`config.mk`:
```
export PLATFORM = sky130hd
export DESIGN_NAME = stc_timer
export DESIGN_NICKNAME = d
export VERILOG_FILES = /design/src/stc_pkg.sv /design/src/stc_divider.sv /design/src/stc_timer.sv
export VERILOG_INCLUDE_DIRS = /design/src
export SDC_FILE = /design/constraint.sdc
export NUM_CORES = 1
export LEC_CHECK = 0
export BUFFER_PORTS_ARGS = -buffer_cell sky130_fd_sc_hd__buf_4
export CAP_MARGIN = 20
export CORE_MARGIN = 4
export CORE_UTILIZATION = 55
export DETAILED_ROUTE_END_ITERATION = 16
export GPL_ROUTABILITY_DRIVEN = 0
export PLACE_DENSITY = 0.76
export SYNTH_ARGS = -nofsm -noshare
export SYNTH_HDL_FRONTEND = slang
export SYNTH_SLANG_ARGS = --single-unit
```
`constraint.sdc`:
```
create_clock -name clk_i -period 5.58 [get_ports clk_i]
set_input_delay 0.279 -clock clk_i [delete_from_list [all_inputs] [get_ports clk_i]]
set_output_delay 0.279 -clock clk_i [all_outputs]
set_load 0.05 [all_outputs]
```
`src/stc_consts.svh`:
```
// Constants for the sixteen-bit timer counter core
`ifndef STC_CONSTS_SVH
`define STC_CONSTS_SVH
// Register offsets
`define STC_ADDR_CTRL 4'h0
`define STC_ADDR_COUNT 4'h1
`define STC_ADDR_PERIOD 4'h2
`define STC_ADDR_STATUS 4'h3
// Control field positions
`define STC_CTRL_MODE_LO 0
`define STC_CTRL_MODE_HI 1
`define STC_CTRL_CLEAR 2
`define STC_CTRL_SRC_LO 3
`define STC_CTRL_SRC_HI 4
`define STC_CTRL_ID_LO 5
`define STC_CTRL_ID_HI 6
`define STC_CTRL_IDEX_LO 7
`define STC_CTRL_IDEX_HI 9
// Status field positions
`define STC_STAT_OVF 0
`define STC_STAT_PM 1
`define STC_STAT_DOWN 2
// Values
`define STC_ZERO16 16'h0000
`define STC_ONE16 16'h0001
`define STC_MAX16 16'hFFFF
`define STC_ZERO3 3'h0
`define STC_ONE3 3'h1
`endif

```
`src/stc_pkg.sv`:
```
// Types shared by the timer counter core
package stc_pkg;
    // Counting modes
    typedef enum logic [1:0]
    {
        STC_STOP = 2'h0,
        STC_UP = 2'h1,
        STC_CONT = 2'h2,
        STC_UPDOWN = 2'h3
    } stc_mode_type;
    // Clock source choices
    typedef enum logic [1:0]
    {
        STC_SRC_EXT = 2'h0,
        STC_SRC_AUX = 2'h1,
        STC_SRC_SUB = 2'h2,
        STC_SRC_EXT2 = 2'h3
    } stc_src_type;
endpackage

```
`src/stc_divider.sv`:
```
// Two-stage tick divider for the timer clock
`timescale 1ns/1ps
`include "stc_consts.svh"
module stc_divider
(
    input wire logic clk_i,
    input wire logic reset_i,
    input wire logic clear_i,
    input wire logic src_tick_i,
    input wire logic [1:0] id_sel_i,
    input wire logic [2:0] idex_sel_i,
    output logic tick_o
);
    import stc_pkg::*;
    logic [2:0] first_count; // First stage counter
    logic [2:0] second_count; // Second stage counter
    logic first_tick; // First stage output
    logic [2:0] first_limit; // First stage terminal value

    // Terminal value of divide by 1, 2, 4 or 8
    always_comb
    begin
        first_limit = 3'((4'h1 << id_sel_i) - 4'h1);
        first_tick = src_tick_i && (first_count == first_limit);
    end

    // First stage: restart on clear, so first edge after clear counts
    always_ff @(posedge clk_i)
    begin
        if (reset_i || clear_i)
            first_count <= `STC_ZERO3;
        else if (src_tick_i)
        begin
            if (first_count == first_limit)
                first_count <= `STC_ZERO3;
            else
                first_count <= first_count + `STC_ONE3;
        end
    end

    // Second stage: divide by idex + 1, registered output
    always_ff @(posedge clk_i)
    begin
        if (reset_i || clear_i)
        begin
            second_count <= `STC_ZERO3;
            tick_o <= 1'b0;
        end
        else
        begin
            tick_o <= 1'b0;
            if (first_tick)
            begin
                if (second_count == idex_sel_i)
                begin
                    second_count <= `STC_ZERO3;
                    tick_o <= 1'b1;
                end
                else
                    second_count <= second_count + `STC_ONE3;
            end
        end
    end
endmodule

```
`src/stc_timer.sv`:
```
// Sixteen-bit timer counter core with four counting modes
// Notes on behaviour
// - 16-bit counter steps each timer tick
// - Clear zeroes count, dividers and direction
// - Software count write applies immediately
// - Source select picks aux, subsystem, external
// - First divider: 1, 2, 4 or 8
// - Second divider: one through eight
// - After clear, first source edge clocks
// - Counts only when mode nonzero, source runs
// - Up, up/down: zero period stops; nonzero restarts upward
// - Mode: stop, up, continuous, up/down
// - Up mode wraps after period value
// - Up: count above period restarts from zero
// - Up: match at period, overflow at wrap
// - Up: period shrink below count rolls over
// - Continuous wraps at FFFF, sets overflow
// - Up/down counts zero-period-zero repeatedly
// - Direction latched across stop
// - Up/down flags at period and 1-to-0
// - Down descent ignores period change
// - Up/down: smaller period turns counter down
// - Period register writes are unbuffered
// - Flags only when counting, not loading
`timescale 1ns/1ps
`include "stc_consts.svh"
module stc_timer
(
    input wire logic clk_i,
    input wire logic reset_i,
    input wire logic aux_tick_i,
    input wire logic subsystem_tick_i,
    input wire logic external_timer_clock_i,
    input wire logic [3:0] addr_i,
    input wire logic [15:0] wdata_i,
    input wire logic wr_i,
    input wire logic rd_i,
    output logic [15:0] rdata_o,
    output logic [15:0] count_value_o,
    output logic period_match_o,
    output logic overflow_o
);
    import stc_pkg::*;

    logic [9:0] ctrl; // Control register
    logic [15:0] count_value; // The counter
    logic [15:0] period_register; // Period / compare zero
    logic count_down; // Latched direction
    logic overflow_flag; // Sticky overflow
    logic period_match_flag; // Sticky period match
    logic ext_prev; // Previous external pin level
    logic src_tick; // Selected source event
    logic tick; // Divided timer tick
    logic [15:0] next_count; // Counter next value
    logic next_down; // Direction next value
    logic set_ovf; // Overflow event this tick
    logic set_pm; // Period match event this tick
    logic count_step; // A tick that really moves the count
    logic zero_period_wr; // Zero written to period in up modes
    logic clear_bit; // Clear control
    stc_mode_type mode; // Decoded mode
    stc_src_type src; // Decoded source
    logic wr_ctrl; // Control write strobe
    logic wr_count; // Count write strobe
    logic wr_period; // Period write strobe
    logic wr_status; // Status write strobe
    logic [15:0] status_word; // Status read value

    // Address match helper
    function automatic logic hit(input logic [3:0] a, input logic [3:0] r);
        hit = (a == r);
    endfunction

    // Write decode
    always_comb
    begin
        wr_ctrl = wr_i && hit(addr_i, `STC_ADDR_CTRL);
        wr_count = wr_i && hit(addr_i, `STC_ADDR_COUNT);
        wr_period = wr_i && hit(addr_i, `STC_ADDR_PERIOD);
        wr_status = wr_i && hit(addr_i, `STC_ADDR_STATUS);
    end

    // Field decode
    // mode field decode
    always_comb
    begin
        mode = stc_mode_type'(ctrl[`STC_CTRL_MODE_HI:`STC_CTRL_MODE_LO]);
        src = stc_src_type'(ctrl[`STC_CTRL_SRC_HI:`STC_CTRL_SRC_LO]);
        clear_bit = ctrl[`STC_CTRL_CLEAR];
    end

    // Control register
    // reset to stop mode
    always_ff @(posedge clk_i)
    begin
        if (reset_i)
            ctrl <= 10'h000;
        else if (wr_ctrl)
            ctrl <= wdata_i[9:0];
    end

    // Period register, written straight through
    // unbuffered period write
    always_ff @(posedge clk_i)
    begin
        if (reset_i)
            period_register <= `STC_ZERO16;
        else if (wr_period)
            period_register <= wdata_i;
    end

    // External pin edge history
    always_ff @(posedge clk_i)
    begin
        if (reset_i)
            ext_prev <= 1'b0;
        else
            ext_prev <= external_timer_clock_i;
    end

    // Source selection as one-cycle event
    // source select
    always_comb
    begin
        case (src)
            STC_SRC_AUX: src_tick = aux_tick_i;
            STC_SRC_SUB: src_tick = subsystem_tick_i;
            STC_SRC_EXT: src_tick = external_timer_clock_i && !ext_prev;
            STC_SRC_EXT2: src_tick = external_timer_clock_i && !ext_prev;
            default: src_tick = 1'b0;
        endcase
    end

    // Cascaded dividers
    // divider chain
    stc_divider u_div
    (
        .clk_i(clk_i),
        .reset_i(reset_i),
        .clear_i(clear_bit),
        .src_tick_i(src_tick),
        .id_sel_i(ctrl[`STC_CTRL_ID_HI:`STC_CTRL_ID_LO]),
        .idex_sel_i(ctrl[`STC_CTRL_IDEX_HI:`STC_CTRL_IDEX_LO]),
        .tick_o(tick)
    );

    // Next count, direction and events for one tick
    // counting
    always_comb
    begin
        next_count = count_value;
        next_down = count_down;
        set_ovf = 1'b0;
        set_pm = 1'b0;
        case (mode)
            STC_UP:
            begin
                next_down = 1'b0;
                if (count_value >= period_register)
                begin
                    next_count = `STC_ZERO16;
                    set_ovf = (count_value == period_register);
                end
                else
                begin
                    next_count = count_value + `STC_ONE16;
                    set_pm = (next_count == period_register);
                end
            end
            STC_CONT:
            begin
                next_count = count_value + `STC_ONE16;
                set_ovf = (count_value == `STC_MAX16);
                set_pm = (next_count == period_register);
            end
            STC_UPDOWN:
            begin
                if (count_down)
                begin
                    if (count_value == `STC_ZERO16)
                    begin
                        next_down = 1'b0;
                        next_count = `STC_ONE16;
                        set_pm = (period_register == `STC_ONE16);
                    end
                    else
                    begin
                        next_count = count_value - `STC_ONE16;
                        set_ovf = (count_value == `STC_ONE16);
                    end
                end
                else if (count_value >= period_register)
                begin
                    next_down = 1'b1;
                    next_count = count_value - `STC_ONE16;
                    set_ovf = (count_value == `STC_ONE16);
                end
                else
                begin
                    next_count = count_value + `STC_ONE16;
                    next_down = (next_count == period_register);
                    set_pm = (next_count == period_register);
                end
            end
            default:
            begin
                next_count = count_value;
            end
        endcase
    end

    // Counted step: no count write, clear or zero period in the way
    // step qualification
    always_comb
    begin
        zero_period_wr = wr_period && wdata_i == `STC_ZERO16 &&
                         (mode == STC_UP || mode == STC_UPDOWN);
        count_step = tick && mode != STC_STOP && !clear_bit && !wr_count &&
                     !zero_period_wr && !(period_register == `STC_ZERO16 &&
                     (mode == STC_UP || mode == STC_UPDOWN));
    end

    // Counter and direction latch
    // counter update
    always_ff @(posedge clk_i)
    begin
        if (reset_i || clear_bit)
        begin
            count_value <= `STC_ZERO16;
            count_down <= 1'b0;
        end
        else if (wr_count)
            count_value <= wdata_i;
        else if (zero_period_wr)
        begin
            // Zero period halts and readies an upward restart
            count_value <= `STC_ZERO16;
            count_down <= 1'b0;
        end
        else if (count_step)
        begin
            count_value <= next_count;
            count_down <= next_down;
        end
    end

    // Sticky flags; a set beats a software clear
    // flags only on counted ticks
    always_ff @(posedge clk_i)
    begin
        if (reset_i)
        begin
            overflow_flag <= 1'b0;
            period_match_flag <= 1'b0;
        end
        else
        begin
            if (count_step && set_ovf)
                overflow_flag <= 1'b1;
            else if (wr_status && wdata_i[`STC_STAT_OVF])
                overflow_flag <= 1'b0;
            if (count_step && set_pm)
                period_match_flag <= 1'b1;
            else if (wr_status && wdata_i[`STC_STAT_PM])
                period_match_flag <= 1'b0;
        end
    end

    // Status word
    always_comb
    begin
        status_word = `STC_ZERO16;
        status_word[`STC_STAT_OVF] = overflow_flag;
        status_word[`STC_STAT_PM] = period_match_flag;
        status_word[`STC_STAT_DOWN] = count_down;
    end

    // Read data one cycle after strobe
    always_ff @(posedge clk_i)
    begin
        if (reset_i)
            rdata_o <= `STC_ZERO16;
        else if (rd_i)
        begin
            case (addr_i)
                `STC_ADDR_CTRL: rdata_o <= {6'h00, ctrl};
                `STC_ADDR_COUNT: rdata_o <= count_value;
                `STC_ADDR_PERIOD: rdata_o <= period_register;
                `STC_ADDR_STATUS: rdata_o <= status_word;
                default: rdata_o <= `STC_ZERO16;
            endcase
        end
        else
            rdata_o <= `STC_ZERO16;
    end

    // Registered copies for the outputs
    always_ff @(posedge clk_i)
    begin
        if (reset_i)
        begin
            count_value_o <= `STC_ZERO16;
            period_match_o <= 1'b0;
            overflow_o <= 1'b0;
        end
        else
        begin
            count_value_o <= count_value;
            period_match_o <= period_match_flag;
            overflow_o <= overflow_flag;
        end
    end

    // Clear holds counter at zero
    AST_CLEAR_ZERO: assert property (@(posedge clk_i) disable iff (reset_i)
        clear_bit |=> (count_value == `STC_ZERO16 && !count_down))
        else $error("count not zero after clear");

    // Count write lands next cycle
    AST_COUNT_WRITE: assert property (@(posedge clk_i) disable iff (reset_i)
        (wr_count && !clear_bit) |=> (count_value == $past(wdata_i)))
        else $error("count write not applied");

    // Stop mode holds the count
    AST_STOP_HOLD: assert property (@(posedge clk_i) disable iff (reset_i)
        (mode == STC_STOP && !wr_count && !clear_bit && !wr_period)
        |=> $stable(count_value))
        else $error("count moved while stopped");

    // Up mode never passes period by counting
    AST_UP_WRAP: assert property (@(posedge clk_i) disable iff (reset_i)
        (tick && mode == STC_UP && count_value == period_register &&
         period_register != `STC_ZERO16 && !wr_count && !clear_bit &&
         !wr_period) |=> (count_value == `STC_ZERO16 && overflow_flag))
        else $error("up mode failed to wrap");

    // Continuous wrap sets overflow
    AST_CONT_OVF: assert property (@(posedge clk_i) disable iff (reset_i)
        (tick && mode == STC_CONT && count_value == `STC_MAX16 &&
         !wr_count && !clear_bit) |=> (count_value == `STC_ZERO16 &&
         overflow_flag))
        else $error("continuous wrap missing overflow");

    // Up/down reaching period turns down and flags match
    AST_UD_PEAK: assert property (@(posedge clk_i) disable iff (reset_i)
        (count_step && mode == STC_UPDOWN && !count_down &&
         count_value + `STC_ONE16 == period_register && !wr_count &&
         !clear_bit && !wr_period) |=> (count_down && period_match_flag))
        else $error("up/down peak mishandled");

    // Descent continues while counting down
    AST_UD_DESCENT: assert property (@(posedge clk_i) disable iff (reset_i)
        (count_step && mode == STC_UPDOWN && count_down &&
         count_value != `STC_ZERO16 && !wr_count && !clear_bit &&
         !wr_period) |=> (count_value == $past(count_value) - `STC_ONE16))
        else $error("descent interrupted");

    // Direct load sets no flags
    AST_NO_LOAD_FLAG: assert property (@(posedge clk_i) disable iff (reset_i)
        (wr_count && !overflow_flag && !period_match_flag)
        |=> (!overflow_flag && !period_match_flag))
        else $error("flag set by load");
endmodule

```
==> impl_metrics.py, run 1 <==
metrics = {
    "global_routing": {
        "antenna_found_initial": 0,
        "gr-usage-met3": 0.0503,
        "grt_max_degree": 50,
        "grt_pass1_vias": 4791,
        "met1_usage": 0.399,
        "grt_usage": 0.292,
        "use_met2": 0.442,
        "grt_overflow": 0,
        "grt_pass1_wl_um": 25700,
        "busiest_layer": "met2",
    },
    "clocking": {
        "cts-htree-levels": 3,
        "cts_tree": "built",
        "cts-buffers-inserted": 9,
        "post_cts_buffers": 0,
        "cts-hold-fix-buffers": 0,
        "root_buffer": "clkbuf_8",
        "clk_latency_ps": 370,
        "clock_path_buffers": 2,
        "cts.sinks": 87,
        "cts_resized": 0,
        "clk_pin_slew_ps": 100,
    },
    "logic_synthesis": {
        "ys_ff_latch": 87,
        "synth_top_family_by_area": "simple AND/OR/NAND/NOR gates",
        "synth_xor_area_frac": 0.0666,
        "synth.yosys.seq_area_share": 0.342,
        "synth_compound_gate_area_share": 0.218,
        "synth-simple-area-share": 0.248,
        "synth_top_area_cell": "dfxtp_1",
        "synth_area_leaders": "dfxtp_1 34%, nand2_1 6.6%, ha_1 5.9%",
        "synth_area_um2": 5090,
        "synthMuxAreaShare": 0.0101,
        "synth_most_common_cell": "nand2_1",
        "syn_nets": 679,
        "synthArstFlopShare": 0,
        "synthCells": 628,
        "yosys_warnings": 0,
        "synth_common_cells": "89 x nand2_1, 87 x dfxtp_1, 51 x a21oi_1",
        "synth-adder-area-share": 0.0590,
        "yosysUniqueCellTypes": 72,
        "syn_area_per_cell_um2": 8.11,
        "synth-edff-count": 0,
        "synth_top_flop_cell": "dfxtp_1",
        "netlist.area_leader.share": 0.342,
    },
    "drt": {
        "wl_per_cell_um": 20.4,
        "viasPerCell": 6.66,
        "drt_iter0_drc": 670,
        "drc_errors": 0,
        "dr.pass1.iters": 6,
        "ant_nets": 0,
        "vias": 5172,
        "drt_wl_total_um": 15900,
    },
    "timing": {
        "worstMarginPinSlew_ps": 999,
        "min_period_over_period": 0.637,
        "setup_viol_count_final": 0,
        "hold_viol": 0,
        "slew_viol_final": 0,
        "fin_worst_skew_ps": 7.71,
        "rsz0062_at_grt": "false",
        "clock.fmax_mhz": 281,
        "relSlewSlack": 0.332,
        "tns_ps": 0,
        "fin_crit_ps": 3550,
    },
    "run_status": {
        "status": "finished, final reports clean",
    },
    "pwr": {
        "pwr-share-comb": 0.102,
        "sw_frac_of_total": 0.287,
        "peakVddDrop_mv": 0.149,
        "clkPwrFrac": 0.386,
        "p_switching_uw": 359,
        "p_int_uw": 891,
        "p_leak_nw": 2.15,
        "p_per_area_nw_per_um2": 218,
        "total_power_mw": 1.25,
        "seqPwrFrac": 0.511,
    },
    "floorplanning": {
        "die_h_um": 104,
        "initial_utilization": 0.575,
        "die_x_um": 104,
        "die_area_um2": 10900,
        "row_count": 34,
        "num_io_pins": 61,
        "core_area_um2": 8850,
    },
    "worst_setup_path": {
        "worstSetupStartpointType": "flop",
        "cp-end-kind": "flop",
        "crit_required_ps": 5840,
        "cp_max_fo": 17,
        "r2r-start": "count_value[15]",
        "reg2regPathDepth": 7,
        "rrSetupSlack_ps": 2030,
        "cp_data_arrival_time_ps": 3810,
        "worstReg2RegEnd": "count_value[14]",
        "crit_type": "flop to flop",
    },
    "hold_path": {
        "min_to": "ext_prev",
        "min-delay-start": "external_timer_clock_i",
        "holdPathStages": 2,
        "hold_path_class": "primary input to flop",
    },
    "cells_and_area": {
        "fin_area_um2": 5730,
        "area_growth_pct": 12.6,
        "utilization": 0.648,
        "drive_gt1_frac": 0.150,
        "antennaDiodeCount": 0,
        "nets": 714,
    },
    "job": {
        "maxCapViolCount": 0,
    },
    "placement": {
        "placed_area_um2": 5510,
        "dp.final_hpwl_um": 11500,
        "io_buffers": 60,
    },
}
## cell families (layout without fill, tap and decap cells)
family,Yosys count,after routing
buf+inv,68,108
flops,87,87
compound gates,163,163
xor+xnor,34,34
fa+ha+maj,24,24
simple gates,247,247
mux,5,5
## cells in the final DEF (no fill, tap or decap), drive strengths merged, types with 3 or more instances in the layout
master and count:
or3 4, dfxtp 87, mux2i 4, and2 6, buf 62, nor2b 17
nor4b 4, nor3 14, and3 9, xnor3 3, nand3 14, a22oi 32
or4 4, nand4 9, and4 3, ha 24, clkbuf 10, xor2 16
o221ai 3, xnor2 15, nand2 90, a22o 5, a221oi 7, nor2 48
a211oi 5, inv 34, a31oi 7, nor4 14, a21oi 51, o32ai 4
o22ai 5, nor3b 3, o21ai 19
## routing by layer
layer | part of all wire | wire, um
met1 | 0.40 | 6320
met2 | 0.44 | 6920
met3 | 0.11 | 1700
met4 | 0.059 | 931
met5 | 0 | 0
## flip-flops by register name, summed over array words and instances, names as in the netlist, 3 cells and up
signal and count:
rdata_o 16, u_div.first_count 3, u_div.second_count 3, period_register 16
count_value_o 16, ctrl 10, count_value 16
## worst max-delay path: stages (launching register included)
cell and delay, ps:
dfxtp_1 620, ha_1 240, nand2_1 100, nor4_1 690
o221ai_1 450, a31oi_2 750, a222oi_1 230, a221oi_1 360
## layout make-up
class | instances | area (um2)
multi-input cells | 473 | 3070
clock inverters | 7 | 83.8
well taps | 108 | 135
inverters | 29 | 109
fillers | 789 | 3110
clock buffers | 9 | 124
flip-flops and latches | 87 | 1740
repair buffers | 63 | 470
## how the worst max path moves through the flow
stage,start,end
6_report,count_value[15],count_value[14]
5_1_grt,count_value[15],count_value[14]
4_1_cts,count_value[3],count_value[15]
3_5_place_dp,count_value[3],count_value[15]
3_3_place_gp,count_value[3],count_value[15]
2_1_floorplan,period_register[15],count_value[11]
## per-stage QoR
| step | hold slack (ps) | cells | worst slack (ps) |
|---|---|---|---|
| floorplan | 407 | 628 | 3050 |
| global placement | 442 | 758 | 2130 |
| detailed placement | 445 | 758 | 2070 |
| CTS | 129 | 774 | 2010 |
| global route | 131 | 776 | 1910 |
| finish | 128 | 776 | 2030 |
## power by group through the flow
stage	clock, mW	combinational (mW)	sequential [mW]
global route	0.511	0.138	0.640
global placement	0	0.121	0.652
detailed placement	0	0.124	0.653
CTS	0.482	0.124	0.638
floorplan	0	0.0792	0.649
finish	0.483	0.128	0.639
No activity file was read; power rests on OpenSTA's default activity.
==> run 2, diff against run 1 <==
--- a/config.mk
+++ b/config.mk
@@ -6,6 +6,7 @@
 export SDC_FILE = /design/constraint.sdc
 export NUM_CORES = 1
 export LEC_CHECK = 0
+export ABC_AREA = 1
 export BUFFER_PORTS_ARGS = -buffer_cell sky130_fd_sc_hd__buf_4
 export CAP_MARGIN = 20
 export CORE_MARGIN = 4
==> constraint.sdc (replaced) <==
create_clock -name clk_i -period 3.6 [get_ports clk_i]
set_input_delay 0.18 -clock clk_i [delete_from_list [all_inputs] [get_ports clk_i]]
set_output_delay 0.18 -clock clk_i [all_outputs]
set_load 0.05 [all_outputs]
==> run 2 against run 1 <==
Clock-buffer cell count unchanged. Flip-flop and latch count unchanged. Combinational power increased to 2.6 times the previous value. Clock skew increased by 4.3 ps. Non-clock buffer count increased by 2. Sequential share of layout area decreased by 1.9 points. Global-route usage increased by 3.1 points. Core utilization increased by 0.52 points. Clock power increased by 71%. Setup slack got worse by 1300 ps. Final area increased by 6.8%. Cell count increased by 28%. Largest cell class unchanged. Largest power group unchanged.
==> impl_metrics.py, run 2 <==
metrics = {
    "clocking": {
        "cts_tree": "built",
        "post_cts_buffers": 0,
        "root_buffer": "clkbuf_8",
        "cts.sinks": 87,
        "clock_path_buffers": 2,
        "clk_pin_slew_ps": 110,
        "cts-htree-levels": 3,
        "cts_resized": 0,
        "cts-hold-fix-buffers": 0,
        "clk_latency_ps": 370,
        "cts-buffers-inserted": 9,
    },
    "timing": {
        "rsz0062_at_grt": "false",
        "setup_slack_ps": 689,
        "tns_ps": 0,
        "setup_viol_count_final": 0,
        "hold_viol": 0,
        "relSlewSlack": 0.550,
        "clock.fmax_mhz": 344,
        "min_period_over_period": 0.809,
        "worstMarginPinSlew_ps": 674,
        "slew_viol_final": 0,
        "fin_worst_skew_ps": 12.0,
        "fin_crit_ps": 2910,
    },
    "worst_setup_path": {
        "rrSetupSlack_ps": 690,
        "worstSetupStartpointType": "flop",
        "crit_type": "flop to flop",
        "cp-end-kind": "flop",
        "crit_required_ps": 3890,
        "cp_data_arrival_time_ps": 3200,
        "r2r-start": "count_value[3]",
        "worstReg2RegEnd": "count_value[10]",
        "cp_max_fo": 15,
        "reg2regPathDepth": 12,
    },
    "global_routing": {
        "grt_usage": 0.323,
        "grt_overflow": 0,
        "antenna_found_initial": 0,
        "grt_max_degree": 33,
        "grt_pass1_wl_um": 29100,
        "grt_pass1_vias": 5842,
    },
    "hold_path": {
        "hold_path_class": "primary input to flop",
        "min-delay-start": "external_timer_clock_i",
        "min_to": "ext_prev",
        "holdPathStages": 3,
    },
    "floorplanning": {
        "core_area_um2": 9370,
        "die_x_um": 107,
        "initial_utilization": 0.571,
        "die_area_um2": 11400,
        "num_io_pins": 61,
        "die_h_um": 107,
        "row_count": 35,
    },
    "logic_synthesis": {
        "synthArstFlopShare": 0,
        "syn_area_per_cell_um2": 6.59,
        "synth-edff-count": 0,
        "synth_top_area_cell": "dfxtp_1",
        "synth_area_leaders": "dfxtp_1 33%, nand2_1 14%, inv_1 6.9%",
        "netlist.area_leader.share": 0.325,
        "synth.yosys.seq_area_share": 0.325,
        "yosys_warnings": 0,
        "synth_most_common_cell": "nand2_1",
        "ys_ff_latch": 87,
        "yosysUniqueCellTypes": 43,
        "synth_common_cells": "195 x nand2_1, 98 x inv_1, 90 x nor2_1",
        "syn_nets": 863,
        "synth_top_flop_cell": "dfxtp_1",
        "synth_area_um2": 5350,
        "synthCells": 812,
    },
    "drt": {
        "ant_nets": 0,
        "drt_iter0_drc": 918,
        "topRoutingLayerUsed": "met4",
        "vias": 6149,
        "drc_errors": 0,
        "drt-met1-wl_um": 6840,
        "viasPerCell": 6.17,
        "wl_per_cell_um": 18.5,
        "route.met2.wl_um": 8300,
        "drt_wl_total_um": 18400,
        "dr.pass1.iters": 9,
        "met3WireLength_um": 2090,
    },
    "run_status": {
        "status": "finished, final reports clean",
    },
    "cells_and_area": {
        "layout_commonest_cell": "nand2_1",
        "drive_gt1_frac": 0.126,
        "area_growth_pct": 14.3,
        "utilization": 0.653,
        "nets": 914,
        "antennaDiodeCount": 0,
        "final_cell_mix": "195 x nand2_1, 98 x inv_1, 90 x nor2_1",
    },
    "placement": {
        "dp.final_hpwl_um": 14100,
        "io_buffers": 60,
        "dp_worst_setup_slack_ps": 836,
    },
    "pwr": {
        "peakVddDrop_mv": 0.234,
        "p_leak_nw": 2.78,
        "total_power_mw": 2.15,
        "p_per_area_nw_per_um2": 352,
    },
    "job": {
        "maxCapViolCount": 0,
    },
}
==> run 2: power breakdown <==
group / switching (mW) / internal [mW]
Clock: 0.418 / 0.407
Sequential: 0.0199 / 0.978
Combinational: 0.224 / 0.106
==> run 2: worst max path at each step <==
stage,cells past startpoint,to,start
after floorplan,13,count_value[10],period_register[15]
after global placement,11,count_value[15],count_value[2]
after detailed placement,12,count_value[15],count_value[3]
after CTS,12,count_value[15],count_value[3]
after global routing,12,count_value[15],count_value[3]
final,12,count_value[10],count_value[3]
==> run 2: cell families (layout without fill, tap and decap cells) <==
logic type / Yosys count / after routing / share of synthesized area
AND/OR/NAND/NOR: 409 / 409 / 0.335
AO/OA/AOI/OAI: 151 / 151 / 0.168
buffers and inverters: 128 / 184 / 0.0942
flip-flops: 87 / 87 / 0.325
adder cells (fa/ha/maj): 24 / 24 / 0.0561
XOR/XNOR: 13 / 13 / 0.0213
==> run 2: worst max-delay path: stages, from the launching register on <==
cell and delay [ps]:
dfxtp_1 640, ha_1 350, a21oi_1 170, nand2_1 60
o21ai_0 270, nand2_1 110, nand2_2 190, nand3_2 290
nand2_1 280, inv_1 150, nand2_1 80, nand3_1 90
a21oi_1 140
==> run 2: layout make-up <==
cell class	instances	area [um2]
Tap cell	129	161
Multi-Input combinational cell	597	3110
Clock buffer	9	124
Sequential cell	87	1740
Inverter	103	387
Fill cell	889	3250
Clock inverter	7	113
Timing Repair Buffer	65	488
==> run 2: stage by stage <==
stage	cells	hold slack (ps)	area, um2
floorplan	812	305	5350
CTS	997	18.9	6120
global placement	981	394	5890
finish	997	15.9	6120
detailed placement	981	404	5890
global route	997	43.9	6120
==> run 2: layer usage <==
metal  vias to the layer above  global-route usage
li1                       2787                   -
met1                      2751               0.403
met2                       487               0.513
met3                       124              0.0674
met4                         0               0.193
met5                         -                   0
